==> src/verilog/ulms_defs.svh <==
`ifndef ULMS_DEFS_SVH
`define ULMS_DEFS_SVH

// ****************************************
// Register addresses on A2..A0
// ****************************************
`define ULMS_ADDR_DATA 3'h0
`define ULMS_ADDR_INT_ENABLE 3'h1
`define ULMS_ADDR_INT_IDENT 3'h2
`define ULMS_ADDR_MODEM_CONTROL 3'h4
`define ULMS_ADDR_LINE_STATUS 3'h5
`define ULMS_ADDR_MODEM_STATUS 3'h6

// ****************************************
// Reset values
// ****************************************
`define ULMS_RST_INT_ENABLE 4'h0
`define ULMS_RST_MODEM_CONTROL 8'h00

// ****************************************
// Interrupt enable fields
// ****************************************
`define ULMS_IEN_RX_DATA 0
`define ULMS_IEN_HOLD_EMPTY 1
`define ULMS_IEN_LINE 2
`define ULMS_IEN_MODEM 3

// ****************************************
// Modem control fields and writable mask
// ****************************************
`define ULMS_MC_TERM_READY 0
`define ULMS_MC_REQ_SEND 1
`define ULMS_MC_IRQ_ENABLE 3
`define ULMS_MC_LOOP 4
`define ULMS_MC_WRITE_MASK 8'h1b

// ****************************************
// Line status fields
// ****************************************
`define ULMS_LS_DATA_READY 0
`define ULMS_LS_OVERRUN 1
`define ULMS_LS_PARITY 2
`define ULMS_LS_FRAMING 3
`define ULMS_LS_BREAK 4
`define ULMS_LS_HOLD_EMPTY 5
`define ULMS_LS_TX_IDLE 6

// ****************************************
// Modem status input order
// ****************************************
`define ULMS_MS_CTS 0
`define ULMS_MS_DSR 1
`define ULMS_MS_RING 2
`define ULMS_MS_CD 3

`endif

==> src/verilog/ulms_pkg.sv <==
`default_nettype none
package ulms_pkg;

  // {flag next, pending next}
  typedef logic [1:0] ulms_step_t;

  // Sticky flag with read-deferred setting
  function automatic ulms_step_t ulms_flag_step(input logic flag, input logic ev, input logic pend,
                                                input logic reading, input logic readEnd);
    ulms_step_t res;
    res = {flag, pend};
    if (reading)
    begin
      res = {flag, pend | ev};
    end
    else if (readEnd)
    begin
      res = {(pend & ~flag) | ev, 1'b0};
    end
    else
    begin
      res = {flag | ev, 1'b0};
    end
    return res;
  endfunction : ulms_flag_step

endpackage : ulms_pkg

`default_nettype wire

==> src/verilog/uart_line_modem_status.sv <==
`timescale 1ns/1ps
`default_nettype none
`include "ulms_defs.svh"

// What this block does
// - Parity fault set on mismatch, cleared by read
// - Framing fault set on spacing stop bit
// - Line break flag set on long spacing
// - Line status interrupt from bits one-four
// - Holding empty set on move, cleared by load
// - Holding empty interrupt, cleared by ident read
// - Transmitter idle only when both registers empty
// - Line status top bit reads zero
// - Terminal ready pin low when bit zero set
// - Request to send pin low when bit one
// - Interrupt output gated by control bit three
// - Loopback: output marking, transmit fed to receive
// - Loopback: modem pins internal, outputs forced high
// - Modem control bits two, five-seven read zero
// - Modem control reads back written value
// - Change bits set on input change, read clears
// - Status bits four-seven are inverted pins
// - Modem status interrupt on input change
// - Ring indicator only on pin falling edge
// - Change bits at zero, one, three
// - Overrun cleared by line status read
// - Data ready cleared by buffer read
// - Set during read deferred to read end, lost if flag already set
// - Loopback: request-send as CTS, ready as DSR
module uart_line_modem_status (
  // Clock and reset
  input wire logic clk,
  input wire logic nrst,
  // CPU register bus
  input wire logic chipSelN,
  input wire logic rdStrobeN,
  input wire logic wrStrobeN,
  input wire logic [2:0] addr,
  input wire logic [7:0] dataIn,
  output logic [7:0] dataOut,
  output logic dataOeN,
  // Line format state
  input wire logic divisorAccessBit,
  // Receiver engine events
  input wire logic rxOverrun,
  input wire logic rxParityFault,
  input wire logic rxFramingFault,
  input wire logic rxBreak,
  input wire logic rxCharLoaded,
  output logic rxSerialIn,
  // Transmitter engine
  input wire logic txShiftOut,
  input wire logic holdingMoved,
  input wire logic shifterDone,
  output logic holdingLoad,
  output logic holdingEmpty,
  // Serial pins
  input wire logic serialRxPin,
  output logic serialTxPin,
  // Modem pins
  input wire logic clearToSendN,
  input wire logic setReadyN,
  input wire logic ringN,
  input wire logic carrierDetectN,
  output logic termReadyN,
  output logic reqSendN,
  // Interrupt
  output logic irqRequest
);

  // ****************************************
  // Register state
  // ****************************************
  logic [3:0] intEnable_r;
  logic [7:0] modemControl_r;
  logic [4:0] lineFlag_r;
  logic [4:0] linePend_r;
  logic holdingEmpty_r;
  logic shifterBusy_r;
  logic holdArm_r;
  logic [7:0] dataOut_r;
  logic dataOeN_r;
  logic serialTxPin_r;
  logic rxSerialIn_r;
  logic termReadyN_r;
  logic reqSendN_r;
  logic wrActive_r;
  logic lineRead_r;
  logic bufRead_r;
  logic modemRead_r;

  // ****************************************
  // Bus decode
  // ****************************************
  wire selected = ~chipSelN;
  wire rdActive = selected & ~rdStrobeN;
  wire wrActive = selected & ~wrStrobeN;
  wire wrTake = wrActive & ~wrActive_r;
  wire lowBank = ~divisorAccessBit;
  wire hitData = (addr == `ULMS_ADDR_DATA) & lowBank;
  wire hitIntEnable = (addr == `ULMS_ADDR_INT_ENABLE) & lowBank;
  wire hitIdent = addr == `ULMS_ADDR_INT_IDENT;
  wire hitModemControl = addr == `ULMS_ADDR_MODEM_CONTROL;
  wire hitLine = addr == `ULMS_ADDR_LINE_STATUS;
  wire hitModem = addr == `ULMS_ADDR_MODEM_STATUS;
  wire ownsAddr = hitIntEnable | hitModemControl | hitLine | hitModem;

  wire lineRead = rdActive & hitLine;
  wire lineReadEnd = lineRead_r & ~lineRead;
  wire bufRead = rdActive & hitData;
  wire bufReadEnd = bufRead_r & ~bufRead;
  wire modemRead = rdActive & hitModem;
  wire modemReadEnd = modemRead_r & ~modemRead;
  wire identRead = rdActive & hitIdent;

  wire wrIntEnable = wrTake & hitIntEnable;
  wire wrModemControl = wrTake & hitModemControl;
  wire wrHolding = wrTake & hitData;

  // ****************************************
  // Modem control decode
  // ****************************************
  wire loopOn = modemControl_r[`ULMS_MC_LOOP];
  wire termReadyBit = modemControl_r[`ULMS_MC_TERM_READY];
  wire reqSendBit = modemControl_r[`ULMS_MC_REQ_SEND];
  wire irqGate = modemControl_r[`ULMS_MC_IRQ_ENABLE];
  wire [7:0] modemControlWr = dataIn & `ULMS_MC_WRITE_MASK;

  // ****************************************
  // Line status flags
  // ****************************************
  wire [4:0] lineEv = {rxBreak, rxFramingFault, rxParityFault, rxOverrun, rxCharLoaded};
  logic [4:0] lineFlagNxt;
  logic [4:0] linePendNxt;

  genvar i;
  generate
    for (i = 0; i < 5; i = i + 1)
    begin : gLine
      ulms_pkg::ulms_step_t step;
      wire reading;
      wire readEnd;
      if (i == `ULMS_LS_DATA_READY)
      begin : gReady
        assign reading = bufRead;
        assign readEnd = bufReadEnd;
      end
      else
      begin : gError
        assign reading = lineRead;
        assign readEnd = lineReadEnd;
      end
      assign step = ulms_pkg::ulms_flag_step(lineFlag_r[i], lineEv[i], linePend_r[i], reading, readEnd);
      assign lineFlagNxt[i] = step[1];
      assign linePendNxt[i] = step[0];
    end
  endgenerate

  // ****************************************
  // Transmitter flags
  // ****************************************
  // Move wins over a load in the same cycle
  wire holdingEmptyNxt = holdingMoved | (holdingEmpty_r & ~wrHolding);
  wire shifterBusyNxt = holdingMoved | (shifterBusy_r & ~shifterDone);
  wire txIdle = holdingEmpty_r & ~shifterBusy_r;

  // ****************************************
  // Modem inputs and loopback
  // ****************************************
  wire [3:0] pinStatus = ~{carrierDetectN, ringN, setReadyN, clearToSendN};
  wire [3:0] loopStatus = {1'b0, 1'b0, termReadyBit, reqSendBit};
  wire [3:0] modemLevels = loopOn ? loopStatus : pinStatus;
  logic [7:0] modemStatus;

  ulms_modem_status uModem (
    .clk(clk),
    .nrst(nrst),
    .statusIn(modemLevels),
    .reading(modemRead),
    .readEnd(modemReadEnd),
    .modemStatus(modemStatus)
  );

  // ****************************************
  // Interrupt sources
  // ****************************************
  wire lineInt = intEnable_r[`ULMS_IEN_LINE] & (|lineFlag_r[4:1]);
  wire readyInt = intEnable_r[`ULMS_IEN_RX_DATA] & lineFlag_r[`ULMS_LS_DATA_READY];
  wire holdInt = intEnable_r[`ULMS_IEN_HOLD_EMPTY] & holdingEmpty_r & holdArm_r;
  wire modemInt = intEnable_r[`ULMS_IEN_MODEM] & (|modemStatus[3:0]);
  wire holdIdentified = holdInt & ~lineInt & ~readyInt;
  // Rearm on each new empty event or enable write
  wire holdArmNxt = holdingMoved | wrIntEnable | (holdArm_r & ~(identRead & holdIdentified));
  wire anyInt = lineInt | readyInt | holdInt | modemInt;

  // ****************************************
  // Read data
  // ****************************************
  wire [7:0] lineStatus = {1'b0, txIdle, holdingEmpty_r, lineFlag_r};
  logic [7:0] readMux;
  always_comb
  begin
    readMux = 8'h00;
    case (addr)
      `ULMS_ADDR_INT_ENABLE: readMux = {4'h0, intEnable_r};
      `ULMS_ADDR_MODEM_CONTROL: readMux = modemControl_r;
      `ULMS_ADDR_LINE_STATUS: readMux = lineStatus;
      `ULMS_ADDR_MODEM_STATUS: readMux = modemStatus;
      default: readMux = 8'h00;
    endcase
  end

  // ****************************************
  // Bus and control registers
  // ****************************************
  always_ff @(posedge clk)
  begin
    if (!nrst)
    begin
      intEnable_r <= `ULMS_RST_INT_ENABLE;
      modemControl_r <= `ULMS_RST_MODEM_CONTROL;
      wrActive_r <= 1'b0;
      lineRead_r <= 1'b0;
      bufRead_r <= 1'b0;
      modemRead_r <= 1'b0;
      dataOut_r <= 8'h00;
      dataOeN_r <= 1'b1;
    end
    else
    begin
      if (wrIntEnable)
      begin
        intEnable_r <= dataIn[3:0];
      end
      if (wrModemControl)
      begin
        modemControl_r <= modemControlWr;
      end
      wrActive_r <= wrActive;
      lineRead_r <= lineRead;
      bufRead_r <= bufRead;
      modemRead_r <= modemRead;
      dataOut_r <= readMux;
      dataOeN_r <= ~(rdActive & ownsAddr & ~(hitIntEnable & divisorAccessBit));
    end
  end

  // ****************************************
  // Status registers
  // ****************************************
  always_ff @(posedge clk)
  begin
    if (!nrst)
    begin
      lineFlag_r <= 5'h00;
      linePend_r <= 5'h00;
      holdingEmpty_r <= 1'b1;
      shifterBusy_r <= 1'b0;
      holdArm_r <= 1'b1;
    end
    else
    begin
      lineFlag_r <= lineFlagNxt;
      linePend_r <= linePendNxt;
      holdingEmpty_r <= holdingEmptyNxt;
      shifterBusy_r <= shifterBusyNxt;
      holdArm_r <= holdArmNxt;
    end
  end

  // ****************************************
  // Pin drivers
  // ****************************************
  always_ff @(posedge clk)
  begin
    if (!nrst)
    begin
      serialTxPin_r <= 1'b1;
      rxSerialIn_r <= 1'b1;
      termReadyN_r <= 1'b1;
      reqSendN_r <= 1'b1;
    end
    else
    begin
      serialTxPin_r <= loopOn | txShiftOut;
      rxSerialIn_r <= loopOn ? txShiftOut : serialRxPin;
      termReadyN_r <= loopOn | ~termReadyBit;
      reqSendN_r <= loopOn | ~reqSendBit;
    end
  end

  // ****************************************
  // Outputs
  // ****************************************
  assign dataOut = dataOut_r;
  assign dataOeN = dataOeN_r;
  assign holdingLoad = wrHolding;
  assign holdingEmpty = holdingEmpty_r;
  assign serialTxPin = serialTxPin_r;
  assign rxSerialIn = rxSerialIn_r;
  assign termReadyN = termReadyN_r;
  assign reqSendN = reqSendN_r;
  assign irqRequest = irqGate & anyInt;

endmodule : uart_line_modem_status

`default_nettype wire

==> src/verilog/ulms_modem_status.sv <==
`timescale 1ns/1ps
`default_nettype none
`include "ulms_defs.svh"

module ulms_modem_status (
  // Clock and reset
  input wire logic clk,
  input wire logic nrst,
  // Active-high modem input levels
  input wire logic [3:0] statusIn,
  // Status register read strobe
  input wire logic reading,
  input wire logic readEnd,
  // Register image
  output logic [7:0] modemStatus
);

  logic [3:0] prev_r;
  logic primed_r;
  logic [3:0] delta_r;
  logic [3:0] pend_r;
  logic [3:0] ev;
  logic [3:0] deltaNxt;
  logic [3:0] pendNxt;

  // ****************************************
  // Change detection per input
  // ****************************************
  genvar i;
  generate
    for (i = 0; i < 4; i = i + 1)
    begin : gDelta
      ulms_pkg::ulms_step_t step;
      if (i == `ULMS_MS_RING)
      begin : gRing
        // Pin high-to-low only
        assign ev[i] = primed_r & statusIn[i] & ~prev_r[i];
      end
      else
      begin : gEdge
        assign ev[i] = primed_r & (statusIn[i] ^ prev_r[i]);
      end
      assign step = ulms_pkg::ulms_flag_step(delta_r[i], ev[i], pend_r[i], reading, readEnd);
      assign deltaNxt[i] = step[1];
      assign pendNxt[i] = step[0];
    end
  endgenerate

  always_ff @(posedge clk)
  begin
    if (!nrst)
    begin
      prev_r <= 4'h0;
      primed_r <= 1'b0;
      delta_r <= 4'h0;
      pend_r <= 4'h0;
    end
    else
    begin
      prev_r <= statusIn;
      primed_r <= 1'b1;
      delta_r <= deltaNxt;
      pend_r <= pendNxt;
    end
  end

  assign modemStatus = {statusIn, delta_r};

endmodule : ulms_modem_status

`default_nettype wire

==> config.mk <==
export PLATFORM = sky130hd
export DESIGN_NAME = uart_line_modem_status
export DESIGN_NICKNAME = d
export VERILOG_FILES = /design/src/verilog/ulms_pkg.sv /design/src/verilog/uart_line_modem_status.sv /design/src/verilog/ulms_modem_status.sv
export VERILOG_INCLUDE_DIRS = /design/src /design/src/verilog
export SDC_FILE = /design/constraint.sdc
export NUM_CORES = 1
export LEC_CHECK = 0
export BUFFER_PORTS_ARGS = -buffer_cell sky130_fd_sc_hd__clkbuf_2
export CAP_MARGIN = 15
export CORE_MARGIN = 2
export CORE_UTILIZATION = 51
export CTS_CLUSTER_DIAMETER = 120
export DETAILED_ROUTE_END_ITERATION = 10
export PLACE_DENSITY = 0.84
export SLEW_MARGIN = 20
export SYNTH_ARGS = -nofsm -noshare
export SYNTH_HDL_FRONTEND = slang
export SYNTH_SLANG_ARGS = --single-unit
==> constraint.sdc <==
create_clock -name clk -period 3.5 [get_ports clk]
set_clock_uncertainty 0.05 [all_clocks]
set_input_delay 0.35 -clock clk [delete_from_list [all_inputs] [get_ports clk]]
set_output_delay 0.35 -clock clk [all_outputs]
set_load 0.005 [all_outputs]
# == Word-level counts from Yosys, hierarchy flattened ==
# Index checks and enable logic that the tools add are counted.
# op_classes
n_eq_ne,5
n_bitwise,117
reduce_logical,3
muxes,22
# ops
cell,n
1-bit bitwise AND,45
1-bit bitwise OR,40
8-bit case mux with 4 select lines,1
1-bit NOT,28
2-bit two-way mux,9
1-bit two-way mux,11
3-bit == test (second input constant),3
4-bit OR reduction,2
4-bit two-way mux,1
4-bit NOT,1
3-bit by 1-bit == test with 1-bit output (second input constant),1
3-bit by 2-bit == test with 1-bit output (second input constant),1
3-bit logical NOT,1
1-bit bitwise XOR,3
# totals
input_bits,30
output_inout_bits,16
ff_bits,51

# == Longest topological paths before layout ==
# Gate-level depths: netlist of run 1.
# logic_depth
ltp_word,9
mapped_depth,5

# == Hierarchy ==
# A second synthesis of run 1 with hierarchy kept.
# hier_totals
hier_cells,235
area_unflattened_um2,2188.3
# modules_own_cells
mod,cells_per_inst,n_inst,seq_area_each_um2,area_per_inst_um2
uart_line_modem_status,178,1,760.7,1671.6
ulms_modem_status,57,1,260.2,516.7

# == Worst setup path after synthesis of run 1 ==
# No wires, ideal clock.
# synth_path
path_kind,reg-to-output
startpoint,register lineFlag_r[4]
endpoint,output irqRequest
n_path_buf,0
t_required_ps,3100
stages_incl_launch_ff,4
setup_slack_ps,2174
arrival_ps,926
cell_sequence,dfxtp_1 o41ai_1 nand2_1 o21a_1
# synth_between
elab_chain_len,6
# synth_rtl
item,line,rtl
start: declaration,uart_line_modem_status.sv:76,logic [4:0] lineFlag_r;
start signal: assignment,uart_line_modem_status.sv:263,lineFlag_r <= lineFlagNxt;
4-bit OR reduction,uart_line_modem_status.sv:187,wire lineInt = intEnable_r[`ULMS_IEN_LINE] & (|lineFlag_r[4:1]);
1-bit bitwise AND,uart_line_modem_status.sv:187,
1-bit bitwise OR (3 in a row),uart_line_modem_status.sv:194,wire anyInt = lineInt | readyInt | holdInt | modemInt;
1-bit bitwise AND,uart_line_modem_status.sv:303,assign irqRequest = irqGate & anyInt;
end: declaration,uart_line_modem_status.sv:68,output logic irqRequest
# No other way between the ends.

# == Final worst setup path of run 1 ==
# Same ends and word-level chain as after synthesis.

==> metrics.log, run 1 <==
[metrics] result of the run: finished, final reports clean
[metrics] GRT Residual Overflow: 0
[metrics] TNS Setup: 0 ns
[metrics] sequential cell fraction of total power: 0.607
[metrics] Avg Synthesized Cell Area: approximately 9 um2
[metrics] Total GRT Usage: 0.211
[metrics] Worst Max-Slew Pin Slew: 0.882 ns
[metrics] number of hold-slack violations in the final timing report: 0
[metrics] Sinks on Clock Net: 51
[metrics] Clk Latency, worst-skew pair: ~0.31 ns
[metrics] category of the worst setup path capture point: output port
[metrics] number of cells produced by synthesis: about 230
[metrics] Routed wire per std cell: 13.8 um
[metrics] routability congestion estimate: between 0.8 and 0.9
[metrics] Combinational Power Share: 0.087
[metrics] NumNets Final: between 300 and 400
[metrics] count of warnings emitted by yosys: 0
[metrics] max capacitance violation total: 0
[metrics] total power of the final layout: around 0.0010 W
[metrics] share of post-route cells with drive strength above 1: 0.199
[metrics] I/O pin count: 46
[metrics] htree depth: 2
[metrics] floorplan die area: ~0.0045 mm2
[metrics] clock network fraction of total power: 0.305
[metrics] Switch Pwr: 0.000240 W
[metrics] Slowest cell on crit path: o41ai_1
[metrics] Inserted Clock Buffers: 5
[metrics] distinct cell type count of the synthesized netlist: 38
[metrics] critical path class: flop to output port
[metrics] sequence of cells on the critical path: o41ai_1, nand2_1, o21a_1, clkbuf_2
[metrics] data arrival time of the worst path: 1.49 ns
[metrics] worst-case clock buffer depth: 2
[metrics] setup repair after global routing missed its margin: no
[metrics] initial drt markers: about 150
[metrics] final period demand of the worst path: ~1.9 ns
[metrics] critical path launch point type: flop
[metrics] clock tree from TritonCTS: done
[metrics] CTS-repair resized insts: 0
[metrics] first-pass detailed-route iteration total: 5
[metrics] synthesis-stage register bit count: 51
[metrics] vias in the first global route: between 1,500 and 2,000
[metrics] worst vdd rail ir drop: 0.000249 V
[metrics] Net Count, Synth: between 200 and 300
[metrics] Slew Viols, Final: 0
[metrics] global-route wire length before repair: 7140 um
[metrics] starting utilization of the core area: 0.544
[metrics] count of fill cells added during filler insertion: 331
[metrics] buffers added on ports: 42
[metrics] areal power density over the cells: about 430 mW/mm2
[metrics] worst min-delay path category: input port to flop
[metrics] horizontal die dimension: between 60 and 70 um
[metrics] post-DR vias/cell: approximately 5.6
[metrics] maximum number of pins on one net before global-route repair: 30
[metrics] Slew headroom: 0.411
[metrics] Net Sw Frac: 0.238
[metrics] critical path peak fanout: 4
[metrics] clock slew at the register clock pins of the worst setup and hold paths: around 0.09 ns
[metrics] Cell Area, Synth: slightly above 0.002 mm2
[metrics] die span in y: 67.2 um
[metrics] post-detail-place hpwl: around 3200 um
[metrics] Critical Path Max Stage Delay: roughly 0.4 ns
[metrics] top area cells in the synthesized netlist: dfxtp_1 (50%), nor2_1 (7.2%), nand2_1 (4.6%)
[metrics] required time at the endpoint of the critical path: just over 3 ns
[metrics] top cell type by total area after synthesis: dfxtp_1
[metrics] clock tree root driver cell: clkbuf_8
[metrics] antenna diode count: 0
[metrics] Post-CTS Setup Bufs: 0
[metrics] number of vias after detailed routing: between 1,500 and 2,000
[metrics] P_leak: approximately 1.1 nW
[metrics] floorplan row count: 22
[metrics] sequential cell area: slightly above 0.001 mm2
[metrics] area inside the core boundary: roughly 0.0037 mm2
[metrics] Area Growth Syn to Fin: 15.0%
[metrics] final critical-path share of the clock period: 0.539
[metrics] share of the yosys chip area belonging to registers: 0.502
[metrics] peak clock frequency supported by timing: 530 MHz
[metrics] antenna violation net count after detailed routing: 0
[metrics] number of hold buffers added after CTS: 0
[metrics] post-detailed-route DRC marker count: 0
[metrics] Int Power: 0.000771 W
[metrics] antenna violations before repair: 0
[metrics] multi-input gate area in the final layout: 951 um2
[metrics] total length of routed wires: about 4400 um
[metrics] final-report setup violation count: 0
[metrics] share of the synthesized area in the top cell type: 0.502
==> cell type report <==
| cell class | instances | area share |
|---|---|---|
| Clock buffer | 6 | 0.0310 |
| Inverter | 7 | 0.0112 |
| Multi-Input combinational cell | 165 | 0.406 |
| Sequential cell | 51 | 0.436 |
| Tap cell | 48 | 0.0257 |
| Timing Repair Buffer | 42 | 0.0898 |
==> synthesized netlist by cell type (all sizes together) <==
cell type	count
o21ai	9
o22ai	3
a21oi	10
nand4b	1
and3	2
nand2b	2
and2b	2
dfxtp	51
nor2b	6
a211o	1
o2111ai	1
inv	7
o211a	2
mux2	4
or3b	1
xor2	1
a21bo	1
nand2	25
o21bai	1
or3	2
clkbuf	6
mux2i	9
buf	3
a32oi	2
nand3	9
o41ai	2
o31a	2
nand4	1
nor4b	3
a221oi	1
o21a	5
nor3	11
and2	3
nor2	39
a22oi	4
==> cell usage in the layout (no fill, tap or decap), types with 5 or more instances in the layout <==
cell type / count
dfxtp_1: 51
clkbuf_2: 42
nor2_1: 39
nand2_1: 25
nor3_1: 11
a21oi_1: 10
mux2i_1: 9
nand3_1: 8
o21ai_0: 8
inv_1: 7
nor2b_1: 6
o21a_1: 5
clkbuf_8: 5
==> kinds of logic after synthesis <==
kind of cell,Yosys count,synth area share
AO/OA/AOI/OAI,44,0.146
XOR/XNOR,1,0.00430
buffers and inverters,16,0.0313
flip-flops,51,0.502
multiplexers,13,0.0664
AND/OR/NAND/NOR,107,0.250
==> flip-flops by register name (all words and copies together), names as in the netlist, 4 cells and up <==
| name | cells |
|---|---|
| dataOut | 8 |
| lineFlag_r | 5 |
| linePend_r | 5 |
| intEnable_r | 4 |
| modemControl_r | 4 |
| uModem.delta_r | 4 |
| uModem.pend_r | 4 |
| uModem.prev_r | 4 |
==> power by group through the flow <==
stage	clock, W	sequential (W)	combinational (W)
global placement	0	0.000627	0.0000851
detailed placement	0	0.000627	0.0000870
CTS	0.000313	0.000614	0.0000879
global route	0.000339	0.000617	0.0000984
floorplan	0	0.000623	0.0000545
finish	0.000309	0.000614	0.0000883
==> path summary, 6_finish.rpt <==
check | startpoint | to | slack (ns) | cells past startpoint
worst max register to register | modemControl_r[4]$_SDFFE_PN0P_ | uModem.delta_r[0]$_SDFFE_PN0N_ | 1.87 | 4
worst max-delay path | lineFlag_r[4]$_SDFFE_PN0N_ | irqRequest | 1.61 | 4
worst min-delay path | carrierDetectN | uModem.prev_r[3]$_SDFF_PN0_ | 0.17 | 2
worst min register to register | modemControl_r[0]$_SDFFE_PN0P_ | termReadyN$_SDFF_PN1_ | 0.39 | 1
==> metal layers <==
metal,routed length (um),global-route usage,part of all wire
met1,2000,0.267,0.46
met2,2000,0.340,0.46
met3,332,0.0567,0.075
met4,59,0.0867,0.013
met5,0,0,0
==> worst max-delay path: cells and delay by family (launching register included) <==
kind	cells	cell delay, ns
buffers and inverters	1	0.11
AOI/OAI and AO/OA	2	0.60
and+or+nand+nor	1	0.12
DFF	1	0.35
==> through the flow <==
step | setup slack [ns] | util | std cells | hold WS [ns] | cell area (um2)
finish | 1.61 | 0.625 | 319 | 0.169 | 2340
global route | 1.44 | 0.625 | 319 | 0.170 | 2340
CTS | 1.61 | 0.625 | 319 | 0.166 | 2340
detailed placement | 1.68 | 0.606 | 313 | 0.379 | 2270
global placement | 1.69 | 0.606 | 313 | 0.373 | 2270
floorplan | 2.17 | - | 232 | 0.328 | 2040
(Power assumes the default switching activity.)
==> run 2: changes to the inputs <==
Settings changed: CORE_UTILIZATION 51 to 47, PLACE_DENSITY 0.84 to 0.82.
Clock period 3.5 ns to 1.6 ns, I/O delays scaled along.
==> metrics.log, run 2 (synthesis results as in run 1) <==
[metrics] Int Power: 0.00189 W (+150%)
[metrics] Area Growth Syn to Fin: 25.2%
[metrics] final period demand of the worst path: between 1.5 and 2 ns
[metrics] horizontal die dimension: 69.8 um (+3.9%)
[metrics] critical path launch point type: flop
[metrics] data arrival time of the worst path: 1.43 ns (-0.06 ns)
[metrics] Clk Latency, worst-skew pair: 0.30 ns (about the same)
[metrics] most frequent standard cell in the layout excluding fill and tap cells: dfxtp_1
[metrics] worst slack at placement: 0.161 ns (-1.51 ns)
[metrics] capture point of the critical path: irqRequest
[metrics] NumNets Final: 318 (+5.3%)
[metrics] I/O pin count: 46 (unchanged)
[metrics] die span in y: 69.8 um (+3.9%)
[metrics] post-detailed-route DRC marker count: 0 (unchanged)
[metrics] Switch Pwr: 0.000592 W (+150%)
[metrics] result of the run: finished, violations left
[metrics] Routed wire per std cell: 13.8 um (-0.23%)
[metrics] number of hold-slack violations in the final timing report: 0 (unchanged)
[metrics] number of flip-flops under the largest register name: 8 (unchanged)
[metrics] sequential cell fraction of total power: 0.541 (-0.066)
[metrics] initial drt markers: 137 (-9.9%)
[metrics] floorplan die area: 0.00487 mm2 (+8.0%)
[metrics] Net Sw Frac: 0.238 (+0.000507)
[metrics] worst min-delay path category: input port to flop
[metrics] Slew Viols, Final: 0 (unchanged)
[metrics] Sinks on Clock Net: 51 (unchanged)
[metrics] areal power density over the cells: 976 mW/mm2 (+130%)
[metrics] antenna violations before repair: 0 (unchanged)
[metrics] worst vdd rail ir drop: 0.000563 V (+130%)
[metrics] clock slew at the register clock pins of the worst setup and hold paths: 0.10 ns (about the same)
[metrics] clock tree from TritonCTS: done
[metrics] worst-case reg-to-reg path depth: 4 (unchanged)
[metrics] GRT Residual Overflow: 0 (unchanged)
[metrics] Combinational Power Share: 0.093 (+0.006)
[metrics] critical path class: flop to output port
[metrics] setup repair after global routing missed its margin: yes
[metrics] Worst Max-Slew Pin Slew: 0.548 ns (-0.335 ns)
[metrics] peak clock frequency supported by timing: between 600 and 700 MHz
[metrics] violated checks: setup timing
[metrics] total length of routed wires: 4660 um (+6.0%)
[metrics] final critical-path share of the clock period: 1.02
[metrics] PnR worst setup slack: -0.0352 ns (-1.65 ns)
[metrics] post-DR vias/cell: 5.46 (-1.7%)
[metrics] TNS Setup: -0.0352 ns (-0.0352 ns)
[metrics] antenna diode count: 0 (unchanged)
[metrics] antenna violation net count after detailed routing: 0 (unchanged)
[metrics] clock tree root driver cell: clkbuf_8
[metrics] maximum number of pins on one net before global-route repair: 18 (-40%)
[metrics] Reg2Reg Launch Point: modemControl_r[4]$_SDFFE_PN0P_
[metrics] Total GRT Usage: 0.192 (-0.0187)
[metrics] Slew headroom: 0.634 (+0.223)
[metrics] worst-case clock buffer depth: 2 (unchanged)
[metrics] max capacitance violation total: 0 (unchanged)
[metrics] total power of the final layout: 0.00249 W (+150%)
[metrics] category of the worst setup path capture point: output port
[metrics] area inside the core boundary: 0.00409 mm2 (+9.2%)
[metrics] htree depth: 2 (unchanged)
[metrics] global-route wire length before repair: 7580 um (+6.1%)
[metrics] P_leak: 1.18 nW (+10%)
[metrics] post-detail-place hpwl: 3400 um (+7.5%)
[metrics] floorplan row count: 23 (+4.5%)
[metrics] critical path peak fanout: 2 (-2)
[metrics] reg-to-reg slack, setup: 0.09 ns (-1.78 ns)
[metrics] number of vias after detailed routing: 1,852 (+4.5%)
[metrics] starting utilization of the core area: 0.498 (-0.0456)
[metrics] Inserted Clock Buffers: 5 (unchanged)
[metrics] final-report setup violation count: 1 (+1)
[metrics] routability congestion estimate: 0.822 (-5.1%)
[metrics] start point of the critical path: lineFlag_r[4]$_SDFFE_PN0N_
[metrics] share of post-route cells with drive strength above 1: 0.263 (+0.0637)
[metrics] required time at the endpoint of the critical path: 1.39 ns (-1.71 ns)
[metrics] first-pass detailed-route iteration total: 5 (unchanged)
[metrics] clock network fraction of total power: 0.366 (+0.061)
[metrics] vias in the first global route: 1,665 (+4.1%)
[metrics] buffers added on ports: 42 (unchanged)
[metrics] commonest non-fill, non-tap cells in the layout: dfxtp_1 (47), clkbuf_2 (42), nor2_1 (39)
[metrics] critical register-to-register path endpoint: uModem.delta_r[0]$_SDFFE_PN0N_
[run 2: metrics by stage]
step	utilization	hold slack, ns	cells	area (um2)
final	0.624	0.00557	339	2550
after global routing	0.624	0.0192	339	2550
after CTS	0.621	0.00810	339	2540
after detailed placement	0.574	0.300	325	2350
after global placement	0.574	0.290	325	2350
after floorplan	-	0.138	232	2040
[run 2: timing repair]
action,CTS,global route
hold buffers,3,0
hold endpoints to repair,3,0
setup endpoints to repair,1,1
buffers inserted,3,0
gates resized for setup,7,1
pin swaps,4,1
[run 2: layer usage]
| metal | track usage | wire length [um] | up-vias |
|---|---|---|---|
| met5 | 0 | 0 | - |
| met4 | 0.0449 | 61 | 0 |
| met3 | 0.0552 | 307 | 10 |
| met2 | 0.304 | 2080 | 78 |
| met1 | 0.260 | 2210 | 850 |
| li1 | - | - | 914 |
[run 2: power by group through the flow]
stage	Clock [W]	Combinational [W]	Sequential [W]
final	0.000910	0.000230	0.00135
after global routing	0.000971	0.000253	0.00135
after CTS	0.000921	0.000226	0.00134
after detailed placement	0	0.000205	0.00137
after global placement	0	0.000202	0.00137
after floorplan	0	0.000119	0.00136
[run 2: cell type report]
type | count | area (um2)
inverter | 7 | 26.3
clock inverter | 3 | 47.5
timing repair buffer | 58 | 338
multi-input combinational | 165 | 977
sequential | 51 | 1030
fill | 348 | 1540
tap | 50 | 62.6
clock buffer | 5 | 68.8
[run 2: worst max-delay path, cell delays in order (launching register included)]
cell      delay, ns
dfxtp_4        0.37
o41ai_4        0.32
nand2_1        0.12
o21a_1         0.21
clkbuf_2       0.11
[run 2: how the worst min path moves through the flow]
stage                     startpoint                 endpoint  cells past startpoint
after floorplan                 nrst  uModem.primed_r$_DFF_P_                      0
after global placement     wrStrobeN    wrActive_r$_SDFF_PN0_                      2
after detailed placement   wrStrobeN    wrActive_r$_SDFF_PN0_                      2
after CTS                 txShiftOut   serialTxPin$_SDFF_PN1_                      2
after global routing      txShiftOut   serialTxPin$_SDFF_PN1_                      2
final                     txShiftOut   serialTxPin$_SDFF_PN1_                      2
==> run 3: changes to the inputs <==
Settings changed: CELL_PAD_IN_SITES_DETAIL_PLACEMENT set to 1, CELL_PAD_IN_SITES_GLOBAL_PLACEMENT set to 1, CORE_UTILIZATION 47 to 35, CTS_CLUSTER_SIZE set to 30, SKIP_CTS_REPAIR_TIMING set to 1.
==> metrics.log, run 3 (synthesis results as in run 1) <==
[metrics] result of the run: finished, violations left
[metrics] violated checks: setup timing
[metrics] worst-case reg-to-reg path depth: 4 (unchanged)
[metrics] category of the worst setup path capture point: output port
[metrics] Critical Path Max Stage Delay: 0.36 ns (about the same)
[metrics] maximum number of pins on one net before global-route repair: 17 (-1)
[metrics] Worst Max-Slew Pin Slew: 0.457 ns (-0.0908 ns)
[metrics] Routed wire per std cell: 15.1 um (+9.4%)
[metrics] Area Growth Syn to Fin: 25.1% (about the same)
[metrics] NumNets Final: 317 (-0.31%)
[metrics] horizontal die dimension: 80.3 um (+15%)
[metrics] antenna violations before repair: 0 (unchanged)
[metrics] reg-to-reg slack, setup: 0.15 ns (+0.06 ns)
[metrics] final-report setup violation count: 1 (unchanged)
[metrics] worst hold path stage count: 2 (unchanged)
[metrics] floorplan row count: 27 (+17%)
[metrics] P_leak: 1.17 nW (-1.2%)
[metrics] buffers added on ports: 42 (unchanged)
[metrics] Clk Latency, worst-skew pair: 0.30 ns (about the same)
[metrics] Reg2Reg Launch Point: modemControl_r[4]$_SDFFE_PN0P_
[metrics] total power of the final layout: 0.00238 W (-4.5%)
[metrics] start point of the critical path: uModem.delta_r[0]$_SDFFE_PN0N_
[metrics] critical register-to-register path endpoint: uModem.delta_r[0]$_SDFFE_PN0N_
[metrics] commonest non-fill, non-tap cells in the layout: dfxtp_1 (49), clkbuf_2 (42), nor2_1 (39)
[metrics] antenna violation net count after detailed routing: 0 (unchanged)
[metrics] total length of routed wires: 5420 um (+16%)
[metrics] Inserted Clock Buffers: 5 (unchanged)
[metrics] post-DR vias/cell: 5.13 (-6.1%)
[metrics] required time at the endpoint of the critical path: 1.39 ns (about the same)
[metrics] starting utilization of the core area: 0.365 (-0.133)
[metrics] GRT Residual Overflow: 0 (unchanged)
[metrics] worst-case clock buffer depth: 2 (unchanged)
[metrics] first-pass detailed-route iteration total: 4 (-1)
[metrics] Slowest cell on crit path: dfxtp_1
[metrics] htree depth: 2 (unchanged)
[metrics] antenna diode count: 0 (unchanged)
[metrics] final period demand of the worst path: 1.64 ns (+0.00553 ns)
[metrics] worst min-delay path category: input port to flop
[metrics] vias in the first global route: 1,780 (+6.9%)
[metrics] setup repair after global routing missed its margin: yes
[metrics] global-route wire length before repair: 8620 um (+14%)
[metrics] Total GRT Usage: 0.174 (-0.0180)
[metrics] Sinks on Clock Net: 51 (unchanged)
[metrics] count of fill cells added during filler insertion: 691 (+99%)
[metrics] sequence of cells on the critical path: o41ai_1, nand2_1, o21a_1, clkbuf_2
[metrics] initial drt markers: 108 (-21%)
[metrics] areal power density over the cells: 933 mW/mm2 (-4.4%)
[metrics] clock tree from TritonCTS: done
[metrics] area inside the core boundary: 0.00557 mm2 (+36%)
[metrics] number of vias after detailed routing: 1,847 (-0.27%)
[metrics] most frequent standard cell in the layout excluding fill and tap cells: dfxtp_1
[metrics] share of post-route cells with drive strength above 1: 0.253 (-0.00950)
[metrics] clock tree root driver cell: clkbuf_8
[metrics] max capacitance violation total: 0 (unchanged)
[metrics] die span in y: 80.3 um (+15%)
[metrics] floorplan die area: 0.00644 mm2 (+32%)
[metrics] Slew headroom: 0.695 (+0.0610)
[metrics] worst vdd rail ir drop: 0.000355 V (-37%)
[metrics] final critical-path share of the clock period: 1.03 (+0.00346)
[metrics] number of flip-flops under the largest register name: 8 (unchanged)
[metrics] number of hold-slack violations in the final timing report: 0 (unchanged)
[metrics] critical path launch point type: flop
[metrics] post-detail-place hpwl: 4080 um (+20%)
[metrics] post-detailed-route DRC marker count: 0 (unchanged)
[metrics] capture point of the critical path: irqRequest
[metrics] clock slew at the register clock pins of the worst setup and hold paths: 0.09 ns (about the same)
[metrics] I/O pin count: 46 (unchanged)
[metrics] critical path class: flop to output port
[metrics] final standard cell utilization of the core: 0.457 (-0.167)
[metrics] critical path peak fanout: 4 (+2)
[metrics] PnR worst setup slack: -0.0407 ns (-0.00553 ns)
[metrics] data arrival time of the worst path: 1.43 ns (about the same)
[metrics] routability congestion estimate: 0.812 (-1.3%)
[metrics] peak clock frequency supported by timing: 609 MHz (-0.34%)
[metrics] Slew Viols, Final: 0 (unchanged)
[run 3: cell count changes in the layout (fill, tap and decap cells not counted), sizes merged]
cell	previous run	this run
dlygate4sd3	3	2
clkinv	1	0
clkbuf	47	50
bufinv	1	0
inv	8	7
[run 3: worst min-delay path by stage]
stage                          start                 endpoint
after floorplan                 nrst  uModem.primed_r$_DFF_P_
after global placement     wrStrobeN    wrActive_r$_SDFF_PN0_
after detailed placement   wrStrobeN    wrActive_r$_SDFF_PN0_
after CTS                  wrStrobeN    wrActive_r$_SDFF_PN0_
after global routing      txShiftOut   serialTxPin$_SDFF_PN1_
final                     txShiftOut   serialTxPin$_SDFF_PN1_
[run 3: stage by stage]
stage	setup slack, ns	hold slack, ns	setup TNS [ns]	instances	area [um2]
2_1_floorplan	0.420	0.138	0	232	2040
3_3_place_gp	0.180	0.292	0	349	2390
3_5_place_dp	0.135	0.297	0	349	2390
4_1_cts	-0.149	-0.0325	-0.149	357	2490
5_1_grt	-0.106	0.00341	-0.110	360	2550
6_report	-0.0407	0.00142	-0.0407	360	2550
[run 3: metal layers]
| metal | vias up | global-route usage | share of wire |
|---|---|---|---|
| li1 | 918 | - | - |
| met1 | 876 | 0.220 | 0.47 |
| met2 | 48 | 0.293 | 0.48 |
| met3 | 5 | 0.0382 | 0.045 |
| met4 | 0 | 0.0593 | 0.011 |
| met5 | - | 0 | 0 |
[run 3: power by group]
group / leakage, nW / switching [W] / internal [W] / total [W]
logic: 0.697 / 0.000123 / 0.000107 / 0.000230
registers: 0.418 / 0.0000367 / 0.00131 / 0.00135
clock network: 0.0515 / 0.000403 / 0.000395 / 0.000798
total: 1.17 / 0.000563 / 0.00181 / 0.00238
[run 3: critical path: cells and delay by family, from the launching register on]
| family | cells | cell delay, ns |
|---|---|---|
| AO/OA/AOI/OAI | 2 | 0.56 |
| buffers and inverters | 1 | 0.11 |
| flip-flops | 1 | 0.36 |
| AND/OR/NAND/NOR | 1 | 0.10 |
[run 3: area by class of cell]
class / instances / area, um2 / share of cell area
Clock buffer: 8 / 100 / 0.0393
Inverter: 7 / 26.3 / 0.0103
Timing Repair Buffer: 57 / 328 / 0.129
Multi-Input combinational cell: 165 / 976 / 0.383
Sequential cell: 51 / 1030 / 0.403
Tap cell: 72 / 90.1 / 0.0354
